<file path="src/pdr_map.svh">
// offsets, field positions, reset values and timing counts of the pulse dialer
`ifndef PDR_MAP_SVH
`define PDR_MAP_SVH
`define PDR_CLK_HZ 100000000
`define PDR_OSC_HZ 2400
`define PDR_FAST_FACTOR 100
`define PDR_CTRL_OFS 12'h000
`define PDR_STAT_OFS 12'h004
`define PDR_CTRL_CLR_BIT 0
`define PDR_CTRL_HOLD_BIT 1
`define PDR_CTRL_RST 1'b0
`define PDR_STAT_WR_LSB 0
`define PDR_STAT_RD_LSB 8
`define PDR_STAT_FLAG_LSB 16
`define PDR_PER10_MS 100
`define PDR_PER20_MS 50
`define PDR_BRK_HI_PM 666
`define PDR_BRK_LO_PM 600
`define PDR_IDP_MS 800
`define PDR_MO_MS 10
`define PDR_OH_MS 300
`define PDR_KD_MS 17
`define PDR_MS2TICK(ms) ((((ms) * `PDR_OSC_HZ) + 999) / 1000)
`define PDR_PER10_TICKS `PDR_MS2TICK(`PDR_PER10_MS)
`define PDR_PER20_TICKS `PDR_MS2TICK(`PDR_PER20_MS)
`define PDR_IDP_TICKS `PDR_MS2TICK(`PDR_IDP_MS)
`define PDR_MO_TICKS `PDR_MS2TICK(`PDR_MO_MS)
`define PDR_OH_TICKS `PDR_MS2TICK(`PDR_OH_MS)
`define PDR_KD_SCANS ((`PDR_MS2TICK(`PDR_KD_MS) + 1) / 2)
`define PDR_MEM_DEPTH 32
`define PDR_KEY_STAR 4'h9
`define PDR_KEY_ZERO 4'ha
`define PDR_KEY_HASH 4'hb
`endif

</file>
<file path="src/pdr_pkg.sv">
// types of the pulse dialer
package pdr_pkg;
    typedef enum logic [2:0] {
        ST_IDLE = 3'b000,
        ST_PAUSE = 3'b001,
        ST_BREAK = 3'b010,
        ST_MAKE = 3'b011,
        ST_OVERLAP = 3'b100
    } pdr_dial_t;

    typedef struct packed {
        pdr_dial_t st;
        logic [10:0] timer;
        logic [3:0] pulses;
        logic [5:0] rd;
        logic [5:0] wr;
        logic mem_valid;
        logic first_key;
        logic redial_ok;
        logic fast;
        logic onhook;
        logic [9:0] hold_cnt;
        logic hold_done;
        logic [15:0] div;
        logic [15:0] fdiv;
        logic key_active;
        logic scan_ph;
        logic col_ok;
        logic [1:0] col_idx;
        logic [3:0] key_code;
        logic [4:0] deb;
        logic locked;
        logic hold_dial;
        logic [31:0] prdata;
        logic mute_oe_n;
        logic pulse_oe_n;
        logic kp_hi;
        logic [3:0] row_oe_n;
        logic [2:0] col_oe_n;
    } pdr_state_t;
endpackage

</file>
<file path="src/pdr_pulse_dialer.sv">
// pulse dialer with redial memory, keypad scanner and apb status port
// Functional notes
// - pulse rate 10 pps with rate select low, 20 pps with it high.
// - make/break 33.4/66.6 with select high, 40/60 with it low.
// - mute goes active at start of each predigit pause, held through dialing.
// - mute stays active an overlap time after the final break ends.
// - hook input low means off-hook, high means on-hook.
// - going on-hook mid-dial sends remaining digits 100x faster, 50/50.
// - after fast outpulsing the block idles; only memory and clear survive.
// - returning off-hook gives a falling edge on the mute output.
// - star or hash as first key redials the stored sequence.
// - any other first key clears memory, then stores and dials new digits.
// - line pulse pin open during make, pulled low during break.
// - on-hook stops the oscillator once the 300 ms hold time and any outpulsing end, and ignores all keys.
// - off-hook, one pressed key is detected and its code stored.
// - memory holds 32 digits and buffers keys entered faster than dialed.
// - pulsing continues until every stored digit has been dialed.
// - redial only allowed after at least 300 ms on-hook.
// - power-up clear invalidates stored digits, blocking redial of garbage.
// - a key is valid only as exactly one row with exactly one column.
// - on-hook, rows and columns are held high and no key is taken.
// - keypad static until a key shows, then rows and columns scanned alternately.
`include "pdr_map.svh"

module pdr_pulse_dialer
    import pdr_pkg::*;
#(
    parameter int OSC_DIV = `PDR_CLK_HZ / `PDR_OSC_HZ
)(
    input wire logic pclk,
    input wire logic presetn,
    input wire logic clk_en,
    input wire logic psel,
    input wire logic penable,
    input wire logic pwrite,
    input wire logic [11:0] paddr,
    input wire logic [31:0] pwdata,
    input wire logic [3:0] pstrb,
    output logic [31:0] prdata,
    output logic pready,
    output logic pslverr,
    input wire logic hook_state_in,
    input wire logic dial_rate_select,
    input wire logic make_break_select,
    input wire logic [3:0] keypad_row_inputs,
    output logic [3:0] keypad_row_drive,
    output logic [3:0] keypad_row_oe_n,
    input wire logic [2:0] keypad_column_inputs,
    output logic [2:0] keypad_column_drive,
    output logic [2:0] keypad_column_oe_n,
    input wire logic line_pulse_sense,
    output logic line_pulse_drive,
    output logic line_pulse_oe_n,
    input wire logic mute_sense,
    output logic mute_drive,
    output logic mute_oe_n
);
    localparam int FAST_DIV = OSC_DIV / `PDR_FAST_FACTOR;
    localparam int DEB_SCANS = `PDR_KD_SCANS;
    localparam int FAST_HALF10 = `PDR_PER10_TICKS / 2;
    localparam int FAST_HALF20 = `PDR_PER20_TICKS / 2;

    pdr_state_t s;
    pdr_state_t n;
    logic [3:0] digit_mem [0:`PDR_MEM_DEPTH-1];
    logic osc_run;
    logic osc_tick;
    logic fast_tick;
    logic t_tick;
    logic t_done;
    logic acc;
    logic sh;
    logic row_ok;
    logic [1:0] row_idx;
    logic [3:0] code;
    logic sw_clear;
    logic apb_access;
    logic apb_hit;
    logic mem_we;
    logic [4:0] mem_wa;
    logic [3:0] mem_wd;
    logic [31:0] status;

    // returns {exactly one bit set, index of the set bit}
    function automatic logic [2:0] low_one(input logic [3:0] lo);
        logic [1:0] idx;
        idx = 2'd0;
        for (int i = 0; i < 4; i++)
            if (lo[i])
                idx = 2'(i);
        low_one = {$onehot(lo), idx};
    endfunction

    // break or make timer load, one less than its length in ticks; the fast mode splits the period evenly
    function automatic logic [10:0] pulse_len(input logic r20, input logic mb,
                                              input logic f, input logic brk);
        int per;
        int b;
        per = r20 ? `PDR_PER20_TICKS : `PDR_PER10_TICKS;
        b = (per * (mb ? `PDR_BRK_HI_PM : `PDR_BRK_LO_PM) + 500) / 1000;
        if (f)
            b = per / 2;
        pulse_len = brk ? 11'(b - 1) : 11'(per - b - 1);
    endfunction

    function automatic logic [3:0] key_pulses(input logic [3:0] k);
        key_pulses = (k == `PDR_KEY_ZERO) ? 4'd10 : 4'(k + 4'd1);
    endfunction

    always_comb
    begin
        n = s;
        acc = 1'b0;
        row_ok = 1'b0;
        row_idx = 2'd0;
        code = 4'd0;
        sw_clear = 1'b0;
        mem_we = 1'b0;
        mem_wa = 5'd0;
        mem_wd = 4'd0;
        n.onhook = hook_state_in;
        // the divider runs only while something needs time
        osc_run = (s.st != ST_IDLE) || (s.onhook ? !s.hold_done : s.key_active);
        osc_tick = osc_run && (s.div == 16'(OSC_DIV - 1));
        fast_tick = osc_run && (s.fdiv == 16'(FAST_DIV - 1));
        t_tick = s.fast ? fast_tick : osc_tick;
        t_done = t_tick && (s.timer == 11'd0);
        n.div = (!osc_run || osc_tick) ? 16'd0 : 16'(s.div + 16'd1);
        n.fdiv = (!osc_run || fast_tick) ? 16'd0 : 16'(s.fdiv + 16'd1);
        if (t_tick && s.timer != 11'd0)
            n.timer = 11'(s.timer - 11'd1);

        // hook handling and on-hook hold timer
        if (s.onhook)
        begin
            n.key_active = 1'b0;
            n.locked = 1'b0;
            n.deb = 5'd0;
            if (osc_tick && !s.hold_done)
            begin
                n.hold_cnt = 10'(s.hold_cnt + 10'd1);
                if (s.hold_cnt == 10'(`PDR_OH_TICKS - 1))
                    n.hold_done = 1'b1;
            end
            if (!hook_state_in)
            begin
                n.redial_ok = s.hold_done;
                n.first_key = 1'b1;
                n.hold_cnt = 10'd0;
                n.hold_done = 1'b0;
                n.fast = 1'b0;
            end
            if (s.st != ST_IDLE)
                n.fast = hook_state_in;
        end
        else if (!s.key_active)
        begin
            // rows held low, columns float: any low column wakes the scanner
            if (!(&keypad_column_inputs))
            begin
                n.key_active = 1'b1;
                n.scan_ph = 1'b0;
            end
        end
        else if (osc_tick)
        begin
            if (!s.scan_ph)
            begin
                {n.col_ok, n.col_idx} = low_one({1'b1, keypad_column_inputs} ^ 4'hf);
                n.scan_ph = 1'b1;
            end
            else
            begin
                n.scan_ph = 1'b0;
                {row_ok, row_idx} = low_one(~keypad_row_inputs);
                code = 4'({2'b00, row_idx} * 4'd3 + {2'b00, s.col_idx});
                if (s.col_ok && row_ok)
                begin
                    if (code != s.key_code)
                    begin
                        n.key_code = code;
                        n.deb = 5'd0;
                        n.locked = 1'b0;
                    end
                    else if (s.deb != 5'(DEB_SCANS - 1))
                        n.deb = 5'(s.deb + 5'd1);
                    else if (!s.locked)
                    begin
                        acc = 1'b1;
                        n.locked = 1'b1;
                    end
                end
                else
                begin
                    n.deb = 5'd0;
                    // a bounce resets the count; full release returns to static
                    if (&keypad_row_inputs && !s.col_ok)
                    begin
                        n.key_active = 1'b0;
                        n.locked = 1'b0;
                    end
                end
            end
        end

        // apb registers
        apb_access = psel && penable && clk_en;
        apb_hit = (paddr == `PDR_CTRL_OFS) || (paddr == `PDR_STAT_OFS);
        status = {7'h00, mute_sense, line_pulse_sense, s.redial_ok, s.mem_valid, s.fast,
                  !s.pulse_oe_n, !s.mute_oe_n, s.st != ST_IDLE, !s.onhook,
                  2'b00, s.rd, 2'b00, s.wr};
        if (psel && !penable)
        begin
            if (paddr == `PDR_CTRL_OFS)
                n.prdata = {30'h0000_0000, s.hold_dial, 1'b0};
            else if (paddr == `PDR_STAT_OFS)
                n.prdata = status;
            else
                n.prdata = 32'h0000_0000;
        end
        if (apb_access && pwrite && pstrb[0] && paddr == `PDR_CTRL_OFS)
        begin
            n.hold_dial = pwdata[`PDR_CTRL_HOLD_BIT];
            sw_clear = pwdata[`PDR_CTRL_CLR_BIT];
        end
        if (sw_clear)
        begin
            n.mem_valid = 1'b0;
            n.wr = 6'd0;
            n.rd = 6'd0;
        end

        // key acceptance; a new digit wins over a clear in the same cycle
        sh = (s.key_code == `PDR_KEY_STAR) || (s.key_code == `PDR_KEY_HASH);
        if (acc)
        begin
            n.first_key = 1'b0;
            if (s.first_key && sh)
            begin
                if (s.redial_ok && s.mem_valid && s.st == ST_IDLE)
                    n.rd = 6'd0;
            end
            else if (s.first_key)
            begin
                mem_we = 1'b1;
                mem_wa = 5'd0;
                n.wr = 6'd1;
                n.rd = 6'd0;
                n.mem_valid = 1'b1;
            end
            else if (!sh && n.wr != 6'(`PDR_MEM_DEPTH))
            begin
                mem_we = 1'b1;
                mem_wa = n.wr[4:0];
                n.wr = 6'(n.wr + 6'd1);
                n.mem_valid = 1'b1;
            end
            mem_wd = key_pulses(s.key_code);
        end

        // outpulsing
        case (s.st)
            ST_IDLE:
            begin
                if (s.onhook && !hook_state_in)
                begin
                    n.st = ST_OVERLAP;
                    n.timer = 11'(`PDR_MO_TICKS - 1);
                end
                else if (s.rd < s.wr && !s.hold_dial && !s.onhook)
                begin
                    n.st = ST_PAUSE;
                    n.timer = 11'(`PDR_IDP_TICKS - 1);
                end
                else if (s.onhook)
                    n.fast = 1'b0;
            end
            ST_PAUSE:
                if (t_done)
                begin
                    n.pulses = digit_mem[s.rd[4:0]];
                    n.rd = 6'(s.rd + 6'd1);
                    n.st = ST_BREAK;
                    n.timer = pulse_len(dial_rate_select, make_break_select, n.fast, 1'b1);
                end
            ST_BREAK:
                if (t_done)
                begin
                    n.pulses = 4'(s.pulses - 4'd1);
                    if (s.pulses == 4'd1 && s.rd >= s.wr)
                    begin
                        n.st = ST_OVERLAP;
                        n.timer = 11'(`PDR_MO_TICKS - 1);
                    end
                    else
                    begin
                        n.st = ST_MAKE;
                        n.timer = pulse_len(dial_rate_select, make_break_select, n.fast, 1'b0);
                    end
                end
            ST_MAKE:
                if (t_done)
                begin
                    if (s.pulses != 4'd0)
                    begin
                        n.st = ST_BREAK;
                        n.timer = pulse_len(dial_rate_select, make_break_select, n.fast, 1'b1);
                    end
                    else
                    begin
                        n.st = ST_PAUSE;
                        n.timer = 11'(`PDR_IDP_TICKS - 1);
                    end
                end
            ST_OVERLAP:
                if (t_done)
                    n.st = ST_IDLE;
            default:
                n.st = ST_IDLE;
        endcase

        // pin drive, registered with the state
        n.mute_oe_n = (n.st == ST_IDLE);
        n.pulse_oe_n = (n.st != ST_BREAK);
        n.kp_hi = n.onhook;
        if (n.onhook)
        begin
            // drop the scanner on the same edge the hook goes high, not one later
            n.key_active = 1'b0;
            n.row_oe_n = 4'h0;
            n.col_oe_n = 3'h0;
        end
        else if (n.key_active && n.scan_ph)
        begin
            n.row_oe_n = 4'hf;
            n.col_oe_n = 3'h0;
        end
        else
        begin
            n.row_oe_n = 4'h0;
            n.col_oe_n = 3'h7;
        end
    end

    always_ff @(posedge pclk or negedge presetn)
    begin
        if (!presetn)
        begin
            s <= '0;
            s.onhook <= 1'b1;
            s.mute_oe_n <= 1'b1;
            s.pulse_oe_n <= 1'b1;
            s.kp_hi <= 1'b1;
            s.hold_dial <= `PDR_CTRL_RST;
        end
        else if (clk_en)
            s <= n;
    end

    // digit memory has no reset; validity is tracked separately
    always_ff @(posedge pclk)
    begin
        if (clk_en && mem_we)
            digit_mem[mem_wa] <= mem_wd;
    end

    assign prdata = s.prdata;
    assign pready = clk_en;
    assign pslverr = apb_access && !apb_hit;
    assign keypad_row_drive = {4{s.kp_hi}};
    assign keypad_row_oe_n = s.row_oe_n;
    assign keypad_column_drive = {3{s.kp_hi}};
    assign keypad_column_oe_n = s.col_oe_n;
    assign line_pulse_drive = 1'b0;
    assign line_pulse_oe_n = s.pulse_oe_n;
    assign mute_drive = 1'b0;
    assign mute_oe_n = s.mute_oe_n;
endmodule // pdr_pulse_dialer

</file>
<file path="config.mk">
export PLATFORM = sky130hd
export DESIGN_NAME = pdr_pulse_dialer
export DESIGN_NICKNAME = d
export VERILOG_FILES = /design/src/pdr_pkg.sv /design/src/pdr_pulse_dialer.sv
export VERILOG_INCLUDE_DIRS = /design/src
export SDC_FILE = /design/constraint.sdc
export NUM_CORES = 1
export LEC_CHECK = 0
export BUFFER_PORTS_ARGS = -buffer_cell sky130_fd_sc_hd__buf_2
export CORE_MARGIN = 1.5
export CORE_UTILIZATION = 61
export DETAILED_ROUTE_END_ITERATION = 8
export PLACE_DENSITY = 0.86
export SYNTH_ARGS = -nofsm -noshare
export SYNTH_HDL_FRONTEND = slang
export SYNTH_SLANG_ARGS = --single-unit
</file>
<file path="constraint.sdc">
create_clock -name pclk -period 5.2 [get_ports pclk]
set_clock_uncertainty 0.05 [all_clocks]
set_input_delay 0.78 -clock pclk [delete_from_list [all_inputs] [get_ports pclk]]
set_output_delay 0.78 -clock pclk [all_outputs]
set_load 0.02 [all_outputs]
</file>
======== Yosys cells after proc, flatten, opt, wreduce, memory -nomap -nowiden ========
Memories as Yosys holds them, arrays and structs flattened.
Cells that the tools add are included.
word-level totals
  memories kept ........................... 1
  input bits .............................. 66
  output and inout port bits .............. 52
  register bits after elaboration ......... 135
  bits in writable memories ............... 128
cells by class
  equal/unequal tests ..................... 25
  multiplexer cells ....................... 102
  bitwise operators ....................... 6
  reductions and logical operators ........ 66
  $add $sub $neg .......................... 22
  $mul .................................... 2
  magnitude comparators ................... 2
  div/mod/pow operators ................... 1
memories
  memory     words  width  read ports  clocked after memory_dff  wr ports  line                    RTL
  digit_mem  32     4      1           0                         1         pdr_pulse_dialer.sv:65  logic [3:0] digit_mem [0:`PDR_MEM_DEPTH-1];
operator list
  cell                                                  number
  two-way mux 11 bit                                    12
  two-way mux 14 bit                                    5
  two-way mux 25 bit                                    2
  case mux 11 bit (4 select lines)                      1
  two-way mux 6 bit                                     7
  two-way mux 13 bit                                    3
  two-way mux 7 bit                                     5
  two-way mux 1 bit                                     33
  subtractor 11 x 2 -> 11 bit, second input constant    3
  adder 16 x 1 -> 16 bit, second input constant         2
  divider 32 x 11 -> 32 bit, second input constant      1
  two-way mux 16 bit                                    2
  two-way mux 5 bit                                     5
  logical AND 1 bit                                     24
  two-way mux 24 bit                                    1
  two-way mux 8 bit                                     3
  two-way mux 2 bit                                     10
  adder 18 x 9 -> 19 bit, second input constant         1
  multiplier 8 x 10 -> 18 bit                           1
  two-way mux 18 bit                                    1
  equality test 16 bit, second input constant           1
  equality test 16 x 9 -> 1 bit, second input constant  1
  two-way mux 4 bit                                     4
  two-way mux 15 bit                                    1
  51 further kinds                                      97

======== Longest topological paths before layout ========
  depth after elaboration ................. 21
  mapped depth ............................ 29
  mapped depth without buffers ............ 26

======== Least setup slack after synthesis ========
OpenSTA, ideal clock, no wires.
  path kind ............................... input-to-reg
  from .................................... input make_break_select
  to ...................................... register s[124] (netlist bit)
  stages .................................. 28
  arrival time ............................ 5617 ps
  setup slack ............................. -591 ps
  library setup time ...................... 124 ps
  cell sequence ........................... inv_1 > ha_1 > inv_1 > clkbuf_1 > ha_1 > and4b_4 > a32oi_4 > and2_1 > buf_6 > or3_1 > o31a_1 > or3_4 > a211oi_1 > a21oi_2 > nor3b_2 > o21ai_4 > nand2_1 > o21a_1 > inv_1 > ha_1 > nand2_1 > a21oi_1 > a31oi_1 > nor2_1 > or3_1 > a21oi_1 > o21ai_0 > o21bai_1
between the ends
  word-level cells in the longest chain between the ends .. 13
  elaborated cells on any way between the ends .. 23
  classes of those cells .................. add/sub: 5; mul: 1; div: 1; mux: 16
RTL lines
  element                               line                     RTL
  start, declared                       pdr_pulse_dialer.sv:44   input wire logic make_break_select,
  two-way mux 8 bit (no source line) *  n/a
  multiplier 8 x 10 -> 18 bit *         pdr_pulse_dialer.sv:100  b = (per * (mb ? `PDR_BRK_HI_PM : `PDR_BRK_LO_PM) + 500) / 1000;
  adder 18 x 9 -> 19 bit *              pdr_pulse_dialer.sv:100
  divider 32 x 11 -> 32 bit *           pdr_pulse_dialer.sv:100
  two-way mux 11 bit *                  pdr_pulse_dialer.sv:101  if (f)
  two-way mux 11 bit                    pdr_pulse_dialer.sv:290  if (s.pulses == 4'd1 && s.rd >= s.wr)
  two-way mux 11 bit                    pdr_pulse_dialer.sv:287  if (t_done)
  two-way mux 11 bit                    pdr_pulse_dialer.sv:262  case (s.st)
  subtractor 9 x 11 -> 11 bit           pdr_pulse_dialer.sv:103  pulse_len = brk ? 11'(b - 1) : 11'(per - b - 1);
  subtractor 11 x 2 -> 11 bit           pdr_pulse_dialer.sv:103
  two-way mux 14 bit                    pdr_pulse_dialer.sv:290
  two-way mux 18 bit                    pdr_pulse_dialer.sv:287
  case mux 11 bit (4 select lines) *    pdr_pulse_dialer.sv:262
  end signal, assigned                  pdr_pulse_dialer.sv:357  s <= n;
  end, declared                         pdr_pulse_dialer.sv:63   pdr_state_t s;
Every way passes the cells marked *; elsewhere a longest branch is shown, timed or not. The select of a mux whose other input is x is not followed.
A chain may end at the register's enable or synchronous reset.

======== Worst setup path in the final report ========
  from .................................... input keypad_row_inputs[2]
  to ...................................... memory digit_mem[19][3], enable pin
between the ends
  word-level cells in the longest chain between the ends .. 20
  elaborated cells on any way between the ends .. 25
  classes of those cells .................. add/sub: 3; mul: 1; eq/ne: 2; mux: 16; bitwise: 1; reduce/logical: 2
RTL lines
  element                                  line                     RTL
  start, declared                          pdr_pulse_dialer.sv:45   input wire logic [3:0] keypad_row_inputs,
  inverter 4 bit *                         pdr_pulse_dialer.sv:175  {row_ok, row_idx} = low_one(~keypad_row_inputs);
  two-way mux 2 bit (2 in a row)           pdr_pulse_dialer.sv:89   if (lo[i])
  two-way mux 2 bit                        pdr_pulse_dialer.sv:167  if (!s.scan_ph)
  two-way mux 2 bit                        pdr_pulse_dialer.sv:165  else if (osc_tick)
  two-way mux 2 bit                        pdr_pulse_dialer.sv:156  else if (!s.key_active)
  two-way mux 2 bit                        pdr_pulse_dialer.sv:134  if (s.onhook)
  multiplier 2 x 2 -> 4 bit                pdr_pulse_dialer.sv:176  code = 4'({2'b00, row_idx} * 4'd3 + {2'b00, s.col_idx});
  adder 4 x 2 -> 4 bit                     pdr_pulse_dialer.sv:176
  [3 not listed]                           n/a
  two-way mux 1 bit *                      pdr_pulse_dialer.sv:167
  two-way mux 1 bit *                      pdr_pulse_dialer.sv:165
  two-way mux 1 bit *                      pdr_pulse_dialer.sv:156
  two-way mux 1 bit *                      pdr_pulse_dialer.sv:134
  two-way mux 1 bit                        pdr_pulse_dialer.sv:235  if (acc)
  logical AND 1 bit                        pdr_pulse_dialer.sv:363  if (clk_en && mem_we)
  two-way mux 1 bit                        pdr_pulse_dialer.sv:363
  two-way mux 1 bit (implied by the code)  pdr_pulse_dialer.sv:364  digit_mem[mem_wa] <= mem_wd;
  end, declared                            pdr_pulse_dialer.sv:65
Marked as above.

==> flow_summary.yaml <==
run_status:
  outcome: "completed"
synthesis:
  synthCells: 1394
  ys.warnings.count: 0
  syn_area_um2: 14500
  synth_edf_count: 128
  ys.flop_type: "edfxtp_1"
  ys_seq_area_frac: 0.470
  async_flop_share: 0.482
  synth_cell_type_count: 100
  ys_seq_elements: 247
  synth.avg_cell_area_um2: 10.4
final_layout:
  multi_input_area_um2: 7130
  seqCellArea_um2: 6830
  drive_gt1_frac: 0.232
  fin_cells: 1842
  nets: 1620
  area_growth_pct: 14.7
  fill_cells: 1605
  n_antenna_cell: 0
clocking:
  root_buffer: "clkbuf_16"
  cts.htree.levels: 1
  clk_pin_slew_ns: 0.07
  clk_latency_ns: 0.54
  cts_made_buffers: 25
  cts.sinks: 247
  postCtsHoldBufs: 0
  cts_tree: "done"
  ctsLongestPathBuffers: 3
sta:
  fin_crit_ns: 5.13
  hold_slack_ns: 0.350
  slew_viol_final: 0
  hold_viol: 0
  relSlewSlack: 0.208
  worst_pin_slew_ns: 1.19
  rsz0062_at_grt: "true"
  fmax_mhz: 195
  fin_ws_ns: 0.0743
  post-route-period-util: 0.986
  finalSetupViolCount: 0
setup_path:
  cp.arrival_ns: 5.26
  slowest_stage: "nor4b_1"
  crit_path_max_incr_delay_ns: 0.50
  required_ns: 5.34
  start_kind: "primary input"
  worstPathMaxFanout: 8
  critPathKind: "primary input to register"
  path_buf_inv: 4
  worst_setup_path_end_kind: "register"
  cp_top_family: "simple AND/OR/NAND/NOR gates"
  crit_chain: "buf_2 -> inv_1 -> o21ai_0 -> fa_1 -> ha_1 -> fa_1 -> xnor2_1 -> nand4_1 -> nor2_1 -> nand4_1 -> or3b_2 -> inv_1 -> nand2_1 -> nor4b_1 -> buf_4 -> nand2_1 -> nor2_1"
power:
  pwr-share-comb: 0.197
  power_density_nw_per_um2: 315
  swShare: 0.285
  switchingPower_uw: 1500
  p_clk_frac: 0.372
  vdd_ir_drop_max_v: 0.000326
  intPower_uw: 3760
  p_leak_uw: 0.00619
  power_uw: 5250
  power_frac_seq: 0.431
floorplanning:
  die_w_um: 157
  core_um2: 23400
  row_count: 56
  num_io_pins: 118
  die_y_um: 157
  start_util: 0.621
  die_area_um2: 24700
global_route:
  grt_pass1_wl_um: 58700
  grt_pass1_vias: 11500
  grt-ovfl-total: 0
  grt_usage: 0.303
  antenna_found_initial: 0
  grt_max_degree: 79
min_path:
  hp-class: "primary input to async pin"
route:
  vias_per_cell: 6.36
  first_pass_iters: 8
  drt_iter0_markers: 1184
  wirelength_um: 37300
  routedWlPerCell_um: 20.2
  route.detailed.drc: 0
  final_antenna_net_count: 0
  vias: 11700
place:
  dp_hpwl_um: 25100
  dpl.cell_count: 1793
  dp_slack_ns: -0.526
  gp_congestion: 0.940
  io_buffer_count: 71
run:
  cap_viol_max_count: 0
per-layer routing:
layer	routed length, µm	GRT usage
met5	0	0
met3	2860	0.0518
met1	14300	0.384
met2	18600	0.516
met4	1440	0.126
worst register-to-register path: cells and delay by family, from the launching register on:
family                   cells  cell delay (ns)
adder cells (fa/ha/maj)      3             1.18
AND/OR/NAND/NOR              8             2.24
flip-flops                   1             0.40
buffers and inverters        2             0.34
XOR/XNOR                     1             0.20
cell usage after synthesis, drive strengths merged, types with 7 or more instances:
cell type	count	area share
inv	48	0.012
xnor2	20	0.013
nand2	125	0.032
a31oi	12	0.0052
dfrtp	116	0.20
a211oi	11	0.0060
or3	23	0.011
o211ai	10	0.0055
nor4	16	0.0069
o31ai	12	0.0072
mux2i	9	0.0062
a21oi	65	0.023
o21a	11	0.0057
nand4	29	0.013
buf	65	0.031
mux2	14	0.011
clkbuf	50	0.013
and3	16	0.0069
nor2	157	0.041
a22o	16	0.0096
or2	8	0.0034
nand3	43	0.015
ha	46	0.040
xor2	31	0.019
and2	8	0.0034
nand2b	11	0.0047
nor2b	11	0.0047
edfxtp	128	0.26
nor4b	7	0.0042
nor3	35	0.012
mux4	40	0.062
o21ai	97	0.034
state kept, by name, summed over array words and instances, names as in the netlist:
register             count
mute_oe_n                1
keypad_column_drive      1
line_pulse_oe_n          1
keypad_column_oe_n       1
prdata                  21
s                       93
keypad_row_oe_n          1
digit_mem              128
metrics by stage:
step	cell area (µm²)	utilization	setup TNS [ns]
6_report	16700	0.712	0
3_5_place_dp	15600	0.667	-16.42
5_1_grt	16700	0.712	-2.33
4_1_cts	16500	0.706	0
3_3_place_gp	15600	0.667	-4.79
2_1_floorplan	14700	-	-0.397
path summary, 6_finish.rpt:
kind                                      start                to  slack (ns)  depth (start not counted)
setup / recovery           keypad_row_inputs[2]  digit_mem[19][3]        0.07                         17
hold / removal                          presetn            s[124]        0.35                          1
hold reg to reg                      prdata[18]        prdata[18]        0.42                          2
min in group pclk                    mute_sense        prdata[24]        0.41                          2
setup reg to reg                          s[54]  digit_mem[19][3]        0.44                         14
max in group asynchronous               presetn             s[80]        3.60                          2
power by group through the flow:
stage          Combinational, µW  Sequential (µW)  Clock (µW)
2_1_floorplan                712             2260           0
3_3_place_gp                 948             2290           0
3_5_place_dp                 980             2290           0
4_1_cts                      997             2260        1970
5_1_grt                     1140             2280        2040
6_report                    1030             2260        1960
cell type report:
type	count	area share
Multi-Input combinational cell	994	0.428
Sequential cell	247	0.410
Timing Repair Buffer	186	0.0733
Clock buffer	27	0.0380
Tap cell	319	0.0239
Clock inverter	19	0.0158
Inverter	50	0.0116
repair_timing:
action                                  in CTS  in global routing
gates resized for setup                      1                 31
setup buffers                                2                  1
pin swaps                                    3                  9
endpoints found under the setup margin       1                 37
kinds of logic (layout without fill, tap and decap cells):
group,count (synthesis),after routing,synth area share
compound gates,303,303,0.142
xor+xnor,52,52,0.0328
fa+ha+maj,50,50,0.0451
buf+inv,165,282,0.0569
flops,247,247,0.470
mux,63,63,0.0791
other cells,1,13,0.000258
simple gates,513,513,0.174
cell usage in the layout, fill, tap and decap left out, types with 6 or more instances in the layout:
master     count
nor2_1       155
edfxtp_1     128
nand2_1      122
buf_4        116
dfrtp_1      115
o21ai_0       87
buf_2         70
a21oi_1       59
inv_1         45
nand3_1       43
mux4_2        40
ha_1          40
nor3_1        33
xor2_1        30
nand4_1       28
clkbuf_16     25
or3_1         19
xnor2_1       19
and3_1        16
a22o_1        16
mux2_2        14
nor4_1        14
conb_1        13
nand2b_1      11
o21a_1        11
o31ai_1       11
a31oi_1       11
nor2b_1       10
mux2i_1        9
o211ai_1       9
o21ai_1        7
and2_1         7
a211oi_1       7
nor4b_1        7
clkinv_1       6
bufinv_16      6
Note: power is estimated with default switching activity, not from simulation.
